File: config.mk
export PLATFORM = sky130hd
export DESIGN_NAME = dtc_timing_ctrl
export DESIGN_NICKNAME = d
export VERILOG_FILES = /design/src/dtc_pkg.sv /design/src/dtc_timing_ctrl.sv /design/src/dtc_clk_div.sv
export SDC_FILE = /design/constraint.sdc
export NUM_CORES = 1
export LEC_CHECK = 0
export BUFFER_PORTS_ARGS = -buffer_cell sky130_fd_sc_hd__buf_2
export CAP_MARGIN = 10
export CORE_MARGIN = 5
export CORE_UTILIZATION = 45
export DETAILED_ROUTE_END_ITERATION = 8
export PLACE_DENSITY = 0.88
export RECOVER_POWER = 25
export SLEW_MARGIN = 20
export SYNTH_ARGS = -nofsm -noshare
export SYNTH_HDL_FRONTEND = slang
export SYNTH_SLANG_ARGS = --single-unit
File: constraint.sdc
create_clock -name clk -period 2.9 [get_ports clk]
set_input_delay 0.145 -clock clk [delete_from_list [all_inputs] [get_ports clk]]
set_output_delay 0.145 -clock clk [all_outputs]
set_load 0.01 [all_outputs]
File: src/dtc_pkg.sv
// Package with constants and carrier types for the timing and condition block
package dtc_pkg;
	localparam int          DIV_W         = 4;
	localparam logic [3:0]  DIV_RESET     = 4'h2;
	localparam logic [3:0]  DIV_MIN       = 4'h2;
	localparam logic [3:0]  DIV_MAX       = 4'hF;
	localparam logic [3:0]  DIV_TOP_CODE  = 4'h0; // Stands for divide-by-sixteen
	localparam int          EDGE_N        = 4;
	localparam int          LEVEL_N       = 3;
	localparam int          EDGE_BA_IDX   = 2;
	localparam int          EDGE_ACK_IDX  = 3;
	localparam int          LOW_POWER_IDX = 2;
	localparam logic [1:0]  PH_SHORT_LAST = 2'h1;
	localparam logic [1:0]  PH_LONG_LAST  = 2'h3;
	localparam logic [31:0] NOP_CODE      = 32'h0000_0000;

	typedef enum logic [1:0] {
		DTC_PH0 = 2'b00,
		DTC_PH1 = 2'b01,
		DTC_PH2 = 2'b11,
		DTC_PH3 = 2'b10
	} dtc_phase_e;

	typedef struct packed {
		logic low_en;
		logic high_en;
	} dtc_lane_s;
endpackage

File: src/dtc_timing_ctrl.sv
// Top of the clock derivation and external condition input block
`timescale 1ns/1ps
`default_nettype none
// Function
// - A machine cycle lasts two or four crystal ticks as cycle_length_select picks.
// - The divided clock output runs at the crystal rate divided by two to sixteen.
// - instruction_strobe rises each time a new instruction starts.
// - Halt holds the program counter and loop counter still.
// - A high low_power_freeze freezes all internal operation except the lane enable and shared pin outputs.
// - Each edge condition input latches a falling edge, cleared when a branch tests it.
// - Level condition inputs serve as branch conditions or interrupts, the third also low power.
// - The hardware NOP input replaces the fetched instruction with a no-operation.
// - Low and high byte buffer enables are driven separately for each data lane.
// - The third and fourth edge inputs share pins five and six with bus available and transfer acknowledge.
module dtc_timing_ctrl
	import dtc_pkg::*;
#(
	parameter int PC_W = 16,
	parameter int LC_W = 10
) (
	input  wire logic               clk,
	input  wire logic               rst_b,
	input  wire logic               ce,
	input  wire logic               cycle_length_select,
	input  wire logic               halt,
	input  wire logic               low_power_freeze,
	input  wire logic               hw_nop,
	input  wire logic [LEVEL_N-1:0] level_condition_inputs,
	input  wire logic               level_as_interrupt,
	input  wire logic [EDGE_N-1:0]  edge_condition_inputs,
	input  wire logic               pin5_host_mode,
	input  wire logic               pin6_host_mode,
	input  wire logic               bus_available_int,
	input  wire logic               transfer_ack_int,
	input  wire logic               div_load,
	input  wire logic [DIV_W-1:0]   div_value,
	input  wire logic               branch_test,
	input  wire logic [2:0]         branch_sel,
	input  wire logic [31:0]        fetched_instr,
	input  wire logic               pc_load,
	input  wire logic [PC_W-1:0]    pc_target,
	input  wire logic               lc_load,
	input  wire logic [LC_W-1:0]    lc_value,
	input  wire logic               bus_write,
	input  wire logic               bus_low_lane,
	input  wire logic               bus_high_lane,
	output logic                    half_rate_clock_out,
	output logic                    programmable_clock_out,
	output logic                    instruction_strobe,
	output logic                    branch_cond,
	output logic [LEVEL_N-1:0]      interrupt_inputs,
	output logic                    low_power_active,
	output logic [31:0]             exec_instr,
	output logic [PC_W-1:0]         pc_out,
	output logic [LC_W-1:0]         lc_out,
	output logic                    low_byte_buffer_enable,
	output logic                    high_byte_buffer_enable,
	output logic                    bus_available_out,
	output logic                    bus_available_oe,
	output logic                    transfer_ack_out,
	output logic                    transfer_ack_oe
);
	dtc_phase_e         phase_reg;
	dtc_phase_e         phase_next;
	logic [DIV_W-1:0]   div_reg;
	logic [EDGE_N-1:0]  edge_prev_reg;
	logic [EDGE_N-1:0]  edge_flag_reg;
	logic [EDGE_N-1:0]  edge_usable;
	logic [EDGE_N-1:0]  edge_fall;
	logic [EDGE_N-1:0]  edge_clear;
	logic               run;
	logic               cycle_end;
	logic               adv;
	logic               div_ok;
	logic               sel_edge;
	logic [1:0]         sel_idx;
	logic               cond_now;
	dtc_lane_s          lane;
	logic               clk_div_q;
	logic               strobe_next;
	logic [PC_W-1:0]    pc_next;
	logic [LC_W-1:0]    lc_next;
	logic [31:0]        exec_next;
	logic [EDGE_N-1:0]  edge_flag_next;
	logic [LEVEL_N-1:0] irq_next;

	// Freeze covers every flop except the lane enable, shared pin and divided clock output flops; the divided clock still stops, by intent, as its divider freezes
	assign run = ce & ~low_power_freeze;

	// Short cycle ends at phase 1, long cycle at phase 3
	assign cycle_end = cycle_length_select ? (phase_reg == DTC_PH3) : (phase_reg == DTC_PH1);
	assign adv       = cycle_end & ~halt;

	always_comb begin
		phase_next = DTC_PH0;
		case (phase_reg)
			DTC_PH0: phase_next = DTC_PH1;
			DTC_PH1: phase_next = cycle_length_select ? DTC_PH2 : DTC_PH0;
			DTC_PH2: phase_next = DTC_PH3;
			DTC_PH3: phase_next = DTC_PH0;
			default: phase_next = DTC_PH0;
		endcase
	end

	// Divisor setting; out-of-range loads are ignored, code zero means sixteen
	assign div_ok = ((div_value >= DIV_MIN) && (div_value <= DIV_MAX))
		|| (div_value == DIV_TOP_CODE);

	// Edge latches; pins lent to host outputs are not sampled
	assign edge_usable = {~pin6_host_mode, ~pin5_host_mode, 2'b11};
	assign edge_fall   = edge_prev_reg & ~edge_condition_inputs & edge_usable;
	assign sel_edge    = branch_sel[2];
	assign sel_idx     = branch_sel[1:0];
	assign edge_clear  = (branch_test && sel_edge) ? (EDGE_N'(1) << sel_idx) : '0;

	// Branch condition select: edge latch or level pin
	assign cond_now = sel_edge ? edge_flag_reg[sel_idx]
		: (sel_idx < 2'(LEVEL_N)) ? level_condition_inputs[sel_idx] & ~level_as_interrupt
		: 1'b0;

	assign lane.low_en  = bus_write & bus_low_lane;
	assign lane.high_en = bus_write & bus_high_lane;

	// Next values kept as named wires so the clocked blocks stay short
	assign strobe_next    = cycle_end ? ~halt
		: (phase_next == DTC_PH1) ? 1'b0
		: instruction_strobe;
	assign pc_next        = pc_load ? pc_target : PC_W'(pc_out + PC_W'(1));
	assign lc_next        = lc_load ? lc_value : lc_out;
	assign exec_next      = hw_nop ? NOP_CODE : fetched_instr;
	// Fresh edge wins over a same-cycle test clear
	assign edge_flag_next = (edge_flag_reg & ~edge_clear) | edge_fall;
	assign irq_next       = level_as_interrupt ? level_condition_inputs : '0;

	// Machine-cycle sequencer; strobe rises at the start of each cycle that follows an unhalted cycle end
	always_ff @(posedge clk or negedge rst_b) begin
		if (!rst_b) begin
			phase_reg           <= DTC_PH0;
			half_rate_clock_out <= 1'b0;
			instruction_strobe  <= 1'b0;
		end else if (run) begin
			phase_reg           <= phase_next;
			half_rate_clock_out <= ~half_rate_clock_out;
			instruction_strobe  <= strobe_next;
		end
	end

	// Counters move only at an unhalted cycle end, so halt needs no extra gating
	always_ff @(posedge clk or negedge rst_b) begin
		if (!rst_b) begin
			pc_out     <= '0;
			lc_out     <= '0;
			exec_instr <= NOP_CODE;
		end else if (run && adv) begin
			pc_out     <= pc_next;
			lc_out     <= lc_next;
			exec_instr <= exec_next;
		end
	end

	// Divisor setting; a refused load leaves the old divisor running
	always_ff @(posedge clk or negedge rst_b) begin
		if (!rst_b) begin
			div_reg <= DIV_RESET;
		end else if (run && div_load && div_ok) begin
			div_reg <= div_value;
		end
	end

	// Edge history and latched falls; history idles high so reset makes no edge
	always_ff @(posedge clk or negedge rst_b) begin
		if (!rst_b) begin
			edge_prev_reg <= '1;
			edge_flag_reg <= '0;
		end else if (run) begin
			edge_prev_reg <= edge_condition_inputs;
			edge_flag_reg <= edge_flag_next;
		end
	end

	// Branch condition and level input routing
	always_ff @(posedge clk or negedge rst_b) begin
		if (!rst_b) begin
			branch_cond      <= 1'b0;
			interrupt_inputs <= '0;
			low_power_active <= 1'b0;
		end else if (run) begin
			branch_cond      <= cond_now;
			interrupt_inputs <= irq_next;
			low_power_active <= level_condition_inputs[LOW_POWER_IDX];
		end
	end

	// Lane enables and shared pins stay live so buses settle under freeze
	always_ff @(posedge clk or negedge rst_b) begin
		if (!rst_b) begin
			low_byte_buffer_enable  <= 1'b0;
			high_byte_buffer_enable <= 1'b0;
			bus_available_out       <= 1'b0;
			bus_available_oe        <= 1'b0;
			transfer_ack_out        <= 1'b0;
			transfer_ack_oe         <= 1'b0;
			programmable_clock_out  <= 1'b0;
		end else if (ce) begin
			low_byte_buffer_enable  <= lane.low_en;
			high_byte_buffer_enable <= lane.high_en;
			bus_available_out       <= bus_available_int;
			bus_available_oe        <= pin5_host_mode;
			transfer_ack_out        <= transfer_ack_int;
			transfer_ack_oe         <= pin6_host_mode;
			programmable_clock_out  <= clk_div_q;
		end
	end

	dtc_clk_div #(
		.W(DIV_W)
	) dtc_clk_div_i (
		.clk     (clk),
		.rst_b   (rst_b),
		.ce      (run),
		.divisor (div_reg),
		.clk_out (clk_div_q)
	);
endmodule // dtc_timing_ctrl
`default_nettype wire

File: src/dtc_clk_div.sv
// Programmable divider for the divided clock output
`timescale 1ns/1ps
`default_nettype none
module dtc_clk_div
	import dtc_pkg::*;
#(
	parameter int W = DIV_W
) (
	input  wire logic         clk,
	input  wire logic         rst_b,
	input  wire logic         ce,
	input  wire logic [W-1:0] divisor,
	output logic              clk_out
);
	logic [W-1:0] cnt_reg;
	logic [W:0]   div_full;
	logic [W-1:0] half_lo;
	logic         wrap;
	logic         edge_lo;

	// Code zero reaches one past the field's top value
	assign div_full = (divisor == '0) ? {1'b1, {W{1'b0}}} : {1'b0, divisor};
	// Odd divisors give a low phase one tick longer than high
	assign half_lo  = W'(div_full >> 1);
	assign wrap     = ({1'b0, cnt_reg} >= (div_full - {{W{1'b0}}, 1'b1}));
	assign edge_lo  = (cnt_reg == W'(half_lo - W'(1)));

	always_ff @(posedge clk or negedge rst_b) begin
		if (!rst_b) begin
			cnt_reg <= '0;
			clk_out <= 1'b0;
		end else if (ce) begin
			cnt_reg <= wrap ? '0 : W'(cnt_reg + W'(1));
			if (wrap)
				clk_out <= 1'b1;
			else if (edge_lo)
				clk_out <= 1'b0;
		end
	end
endmodule // dtc_clk_div
`default_nettype wire

## Yosys cells after proc, flatten, opt, wreduce, memory -nomap -nowiden

Cells that the tools add are included.

| word-level totals | value |
|---|---|
| register bits | 91 |
| bits of input ports | 91 |
| logic and storage cells | 86 |
| output and inout port bits | 72 |

| cells by class | value |
|---|---|
| eq/ne operators | 5 |
| mux-type cells | 19 |
| reductions and logical operators | 14 |
| shift operators | 1 |
| add/subtract/negate cells | 4 |
| magnitude comparators | 5 |
| bitwise operators | 17 |

Operators by type and width:

| cell | number |
|---|---|
| two-way mux 32 bit | 1 |
| adder 16 x 1 -> 16 bit (second input constant) | 1 |
| two-way mux 16 bit | 1 |
| AND 4 bit | 3 |
| two-way mux 1 bit | 9 |
| zero test 4 bit | 2 |
| two-way mux 4 bit | 2 |
| NOT 4 bit | 2 |
| one-hot mux 2 bit (4 select lines) | 1 |
| NOT 1 bit | 6 |
| AND reduction 2 bit | 3 |
| AND 1 bit | 5 |
| >= comparator 4 x 5 -> 1 bit | 1 |
| logical AND 1 bit | 5 |
| two-way mux 5 bit | 1 |
| subtractor 5 x 1 -> 5 bit (second input constant) | 1 |
| adder 4 x 1 -> 4 bit (second input constant) | 1 |
| binary-select mux 1 bit (select 2 bit) | 2 |
| == test 2 x 1 -> 1 bit (second input constant) | 2 |
| == test 2 bit (second input constant) | 2 |
| == test 4 bit | 1 |
| >= comparator 4 x 2 -> 1 bit (second input constant) | 1 |
| less-or-equal comparator 4 bit (second input constant) | 1 |
| bitwise OR 4 bit | 1 |
| other kinds (9) | 10 |

## Logic depth before layout (Yosys ltp)

| logic depth | value |
|---|---|
| depth in word-level cells | 6 |
| mapped depth | 14 |

## By module

A second synthesis with hierarchy kept.

| unflattened totals | value |
|---|---|
| cell total of the unflattened synthesis | 470 |
| area, all modules | 4511.8 um^2 |

By module, submodules not included:

| module | sequential area each (um^2) | area each (um^2) | instances | cells each |
|---|---|---|---|---|
| dtc_timing_ctrl | 2158.3 | 3955.0 | 1 | 400 |
| dtc_clk_div | 125.1 | 556.8 | 1 | 70 |

## Worst setup path before layout

Ideal clock, no wire load.

| timing | value |
|---|---|
| path kind | flip-flop to flip-flop |
| start | register div_reg[0] |
| end | register dtc_clk_div_i.cnt_reg[3] |
| required time | 2810 ps |
| period minus slack after synthesis | 2805 ps |
| cell stages (with the launch flop) | 15 |
| path buffers | 0 |
| setup slack | 95 ps |
| arrival time | 2715 ps |
| path through | dfrtp_1 -> inv_1 -> ha_1 -> or3b_2 -> nand2_1 -> ha_1 -> a21oi_1 -> nor2_1 -> nor2_1 -> o21ai_0 -> ha_1 -> o32ai_1 -> a21oi_1 -> or4_1 -> o221ai_1 |

| between the ends | value |
|---|---|
| word-level cells in the longest chain between the ends | 5 |

Ends and longest elaborated chain:

| element | RTL line | text |
|---|---|---|
| from (decl) | dtc_timing_ctrl.sv:65 | `logic [DIV_W-1:0] div_reg;` |
| from (signal assigned) | dtc_timing_ctrl.sv:166 | `div_reg <= div_value;` |
| zero test 4 bit | dtc_clk_div.sv:22 | `assign div_full = (divisor == '0) ? {1'b1, {W{1'b0}}} : {1'b0, divisor};` |
| two-way mux 5 bit * | dtc_clk_div.sv:22 |  |
| subtractor 5 x 1 -> 5 bit * | dtc_clk_div.sv:25 | `assign wrap = ({1'b0, cnt_reg} >= (div_full - {{W{1'b0}}, 1'b1}));` |
| >= comparator 4 x 5 -> 1 bit * | dtc_clk_div.sv:25 |  |
| two-way mux 4 bit * | dtc_clk_div.sv:33 | `cnt_reg <= wrap ? '0 : W'(cnt_reg + W'(1));` |
| to (signal assigned) | dtc_clk_div.sv:33 |  |
| to (decl) | dtc_clk_div.sv:15 | `logic [W-1:0] cnt_reg;` |

Every way passes the cells marked *; elsewhere a longest branch is shown, timed or not.
A chain may end at the register's enable or synchronous reset.

## Final worst setup path

| timing | value |
|---|---|
| start | register div_reg[1] |
| end | register dtc_clk_div_i.cnt_reg[3] |

Same word-level chain as after synthesis.

==> out/summary.txt <==
TIMING
-----------------------------------------------------------------------------------------------
Worst Tran Pin Value .............................................................      1.08 ns
Final period demand of the worst path ............................................      2.85 ns
Final worst-path cycle share .....................................................        98.2%
FMAX .............................................................................      351 MHz
Final hold violations ............................................................            0
Hold WS ..........................................................................    0.0212 ns
Final setup violation count ......................................................            0
Setup ws final ...................................................................    0.0508 ns
Setup total negative slack .......................................................         0 ns
Layout Skew ......................................................................    0.0128 ns
Pins over their slew limit .......................................................            0
Worst slew margin relative to its limit ..........................................        27.9%

SYNTHESIS
-----------------------------------------------------------------------------------------------
Number of different library cells in the post-synthesis netlist ..................           50
Dominant register cell in the synthesized netlist ................................ sky130_fd_sc_hd__dfrtp_1
Synthesized flop and latch total .................................................           91
Avg Inst Size Synth ..............................................................     9.57 µm²
Post-synthesis async set-or-reset flop share .....................................         100%
Summed instance area of the synthesized netlist ..................................     4390 µm²
Number of enable-type register cells in the synthesized netlist ..................            0
Share of synthesized area occupied by flip-flops and latches .....................        52.0%
Instance count of the mapped netlist .............................................          459
Syn nets .........................................................................          559
Number of warnings issued by yosys ...............................................            0

CLOCK NETWORK
-----------------------------------------------------------------------------------------------
Cell at the root of the clock tree ............................................... sky130_fd_sc_hd__clkbuf_8
Number of buffers on the longest clock path ......................................            2
Clock input transition at the sequential cells of the worst setup and hold paths .      0.09 ns
TritonCTS buffer count ...........................................................            9
CTS tree .........................................................................        built
Clock Latency Late Sink ..........................................................      0.34 ns
# clock sinks ....................................................................           91
H-tree depth reported by CTS .....................................................            3

WORST SETUP PATH
-----------------------------------------------------------------------------------------------
Beginning of the worst register-to-register path .................................   div_reg[1]
Max Fanout on Critical Path ......................................................            5
End of the worst register-to-register path ....................................... dtc_clk_div_i.cnt_reg[3]
Sort of element at the start of the critical path ................................     register
Path type of the worst setup path ................................................      reg2reg
Setup slack on the worst flop-to-flop path .......................................      0.05 ns
Depth of the worst register-to-register path .....................................           14
CP Capture Type ..................................................................     register
Endpoint of the most critical setup path ......................................... dtc_clk_div_i.cnt_reg[3]
Required time at the worst-slack endpoint ........................................      3.16 ns
Launching element of the worst setup path ........................................   div_reg[1]
Data arrival time at the worst-slack endpoint ....................................      3.11 ns

FINAL LAYOUT
-----------------------------------------------------------------------------------------------
Post-route cell area .............................................................     5630 µm²
Filler Cells Inserted ............................................................          840
Registers with the highest flip-flop counts ...................................... exec_instr: 32 flops, pc_out: 16 flops, lc_out: 10 flops
Register with the highest flop count .............................................   exec_instr
Number of flip-flops under the largest register name .............................           32
Number of antenna repair diodes ..................................................            0
Number of nets in the layout .....................................................          726
Synth-to-layout area growth ......................................................        28.3%
Fraction of layout instances using a drive strength above 1 ......................        34.7%
Final standard cell count with taps included and fillers excluded ................          764
Most frequent cells in the layout ................................................ sky130_fd_sc_hd__buf_2 (156), sky130_fd_sc_hd__nand2_1 (118), sky130_fd_sc_hd__dfrtp_1 (86)
Leading cell type in the layout, fill and taps excluded .......................... sky130_fd_sc_hd__buf_2

GLOBAL ROUTING
-----------------------------------------------------------------------------------------------
Final global-route overflow total ................................................            0
Global-route usage over all layers ...............................................        19.3%
Maximum number of pins on one net before global-route repair .....................           50
First-pass GRT wire length .......................................................     18200 µm
Met1 GRT Util ....................................................................        23.5%
Number of antenna violations at the first check in global routing ................            0
M3 GR Usage ......................................................................        6.45%
Global route hottest layer .......................................................         met2
Global-route track usage on met2 .................................................        32.3%
Vias in the first global route ...................................................         3954

FLOORPLAN
-----------------------------------------------------------------------------------------------
Core region area .................................................................     9640 µm²
I/O pin cnt ......................................................................          163
Width of the chip ................................................................       109 µm
Vertical extent of the die .......................................................       109 µm
Row count ........................................................................           36
Starting Density .................................................................        45.5%
Die outline area .................................................................    11800 µm²

DRT
-----------------------------------------------------------------------------------------------
Average wire per standard cell ...................................................      14.9 µm
Routed Antenna Nets ..............................................................            0
Vias after detailed routing ......................................................         3939
Remaining design rule violation count ............................................            0
Total Wirelength .................................................................     11400 µm
Length of the first detailed-routing pass in iterations ..........................            4
Number of DRC violations after detailed-routing iteration 0 ......................          183
Detail-routed via count per cell .................................................         5.16

PWR
-----------------------------------------------------------------------------------------------
Power density relative to cell area ..............................................   719 nW/µm²
Static leakage ...................................................................      2.87 nW
Maximum VDD drop .................................................................     0.377 mV

PLACE
-----------------------------------------------------------------------------------------------
Dpl hpwl .........................................................................      8380 µm
Place WS .........................................................................   -0.0722 ns
Routability cong. ................................................................        0.831
Total of buffers placed on input and output ports ................................          162
Post-DP Area .....................................................................     5360 µm²
Placed cells .....................................................................          740

MIN PATH
-----------------------------------------------------------------------------------------------
Class of the tightest hold or removal check ......................................       in2reg

FLOW RUN
-----------------------------------------------------------------------------------------------
Number of maximum-capacitance constraint violations ..............................            0

STATUS
-----------------------------------------------------------------------------------------------
Result of the run ................................................................ complete, no violations

timing repair:
action / CTS / global route
buffers inserted: 0 / 2
pin swaps: 0 / 4
endpoints found under the hold margin: 47 / 0
gates resized for setup: 4 / 6
endpoints found under the setup margin: 2 / 3
hold buffers: 6 / 0
report_power, final:
group / internal [mW] / switching [mW]
registers: 1.64 / 0.298
clock network: 0.360 / 0.447
logic: 0.607 / 0.703
per-stage QoR:
| step | util, % | total power, mW |
|---|---|---|
| after global routing | 58.4 | 4.35 |
| after global placement | 55.6 | 3.15 |
| final | 58.4 | 4.05 |
| after detailed placement | 55.6 | 3.22 |
| after floorplan | - | 2.60 |
| after CTS | 58.2 | 4.06 |
kinds of logic (layout without fill, tap and decap cells):
logic type | Yosys count | count (layout) | synth area share, %
compound gates | 76 | 76 | 11.0
xor+xnor | 5 | 5 | 0.997
fa+ha+maj | 9 | 9 | 2.56
buf+inv | 33 | 205 | 3.05
flops | 91 | 91 | 52.0
mux | 20 | 20 | 5.33
simple gates | 225 | 225 | 25.1
cells in the mapped netlist (3+ instances only):
cell                         n  share of area, %
sky130_fd_sc_hd__a21oi_1    17               1.9
sky130_fd_sc_hd__a31oi_1     3              0.43
sky130_fd_sc_hd__and3_1      5              0.71
sky130_fd_sc_hd__buf_2       5              0.57
sky130_fd_sc_hd__clkbuf_1   17               1.5
sky130_fd_sc_hd__dfrtp_1    86                49
sky130_fd_sc_hd__dfstp_2     5               3.0
sky130_fd_sc_hd__ha_1        9               2.6
sky130_fd_sc_hd__inv_1      10              0.86
sky130_fd_sc_hd__mux2_2     17               4.4
sky130_fd_sc_hd__nand2_1   119                10
sky130_fd_sc_hd__nand3_1    20               2.3
sky130_fd_sc_hd__nand3b_1   35               6.0
sky130_fd_sc_hd__nand4_1     3              0.43
sky130_fd_sc_hd__nor2_1     19               1.6
sky130_fd_sc_hd__nor3_1      3              0.34
sky130_fd_sc_hd__nor4_1      5              0.71
sky130_fd_sc_hd__o21ai_0    28               3.2
sky130_fd_sc_hd__o22a_1      3              0.60
sky130_fd_sc_hd__o22ai_1     4              0.57
sky130_fd_sc_hd__or4_1       3              0.51
sky130_fd_sc_hd__xnor2_1     5               1.0
worst min-delay path by stage:
| stage | depth (start not counted) | endpoint | slack (ns) | from |
|---|---|---|---|---|
| floorplan | 0 | branch_cond | -0.15 | rst_b |
| global placement | 1 | pc_out[0] | 0.17 | rst_b |
| detailed placement | 1 | pc_out[0] | 0.17 | rst_b |
| CTS | 3 | exec_instr[3] | 0.0004 | fetched_instr[3] |
| global route | 2 | lc_out[8] | 0.004 | lc_value[8] |
| finish | 3 | exec_instr[21] | 0.02 | fetched_instr[21] |
worst max-delay path: stages, from the launching register on:
cell                       delay (ns)
sky130_fd_sc_hd__dfstp_2         0.57
sky130_fd_sc_hd__inv_2           0.06
sky130_fd_sc_hd__ha_2            0.18
sky130_fd_sc_hd__or3b_4          0.23
sky130_fd_sc_hd__nand2_2         0.06
sky130_fd_sc_hd__ha_2            0.18
sky130_fd_sc_hd__a21oi_2         0.13
sky130_fd_sc_hd__nor2_1          0.06
sky130_fd_sc_hd__nor2_1          0.08
sky130_fd_sc_hd__o21ai_1         0.09
sky130_fd_sc_hd__ha_1            0.26
sky130_fd_sc_hd__nor2_1          0.19
sky130_fd_sc_hd__a21oi_2         0.12
sky130_fd_sc_hd__or4_1           0.47
sky130_fd_sc_hd__o221ai_1        0.08
area by class of cell:
cell class	count	area, µm²	area share, %
Timing Repair Buffer	179	956	17.0
Clock inverter	5	37.5	0.667
Multi-Input combinational cell	335	2000	35.5
Tap cell	133	166	2.95
Sequential cell	91	2280	40.5
Inverter	10	37.5	0.667
Clock buffer	11	151	2.69
per-layer routing:
layer	routed length, µm	share of wire (%)
met3	1060	9.2
met1	4710	41
met5	0	0
met2	5420	47
met4	223	2.0
Power figures use the tool's default switching activity.
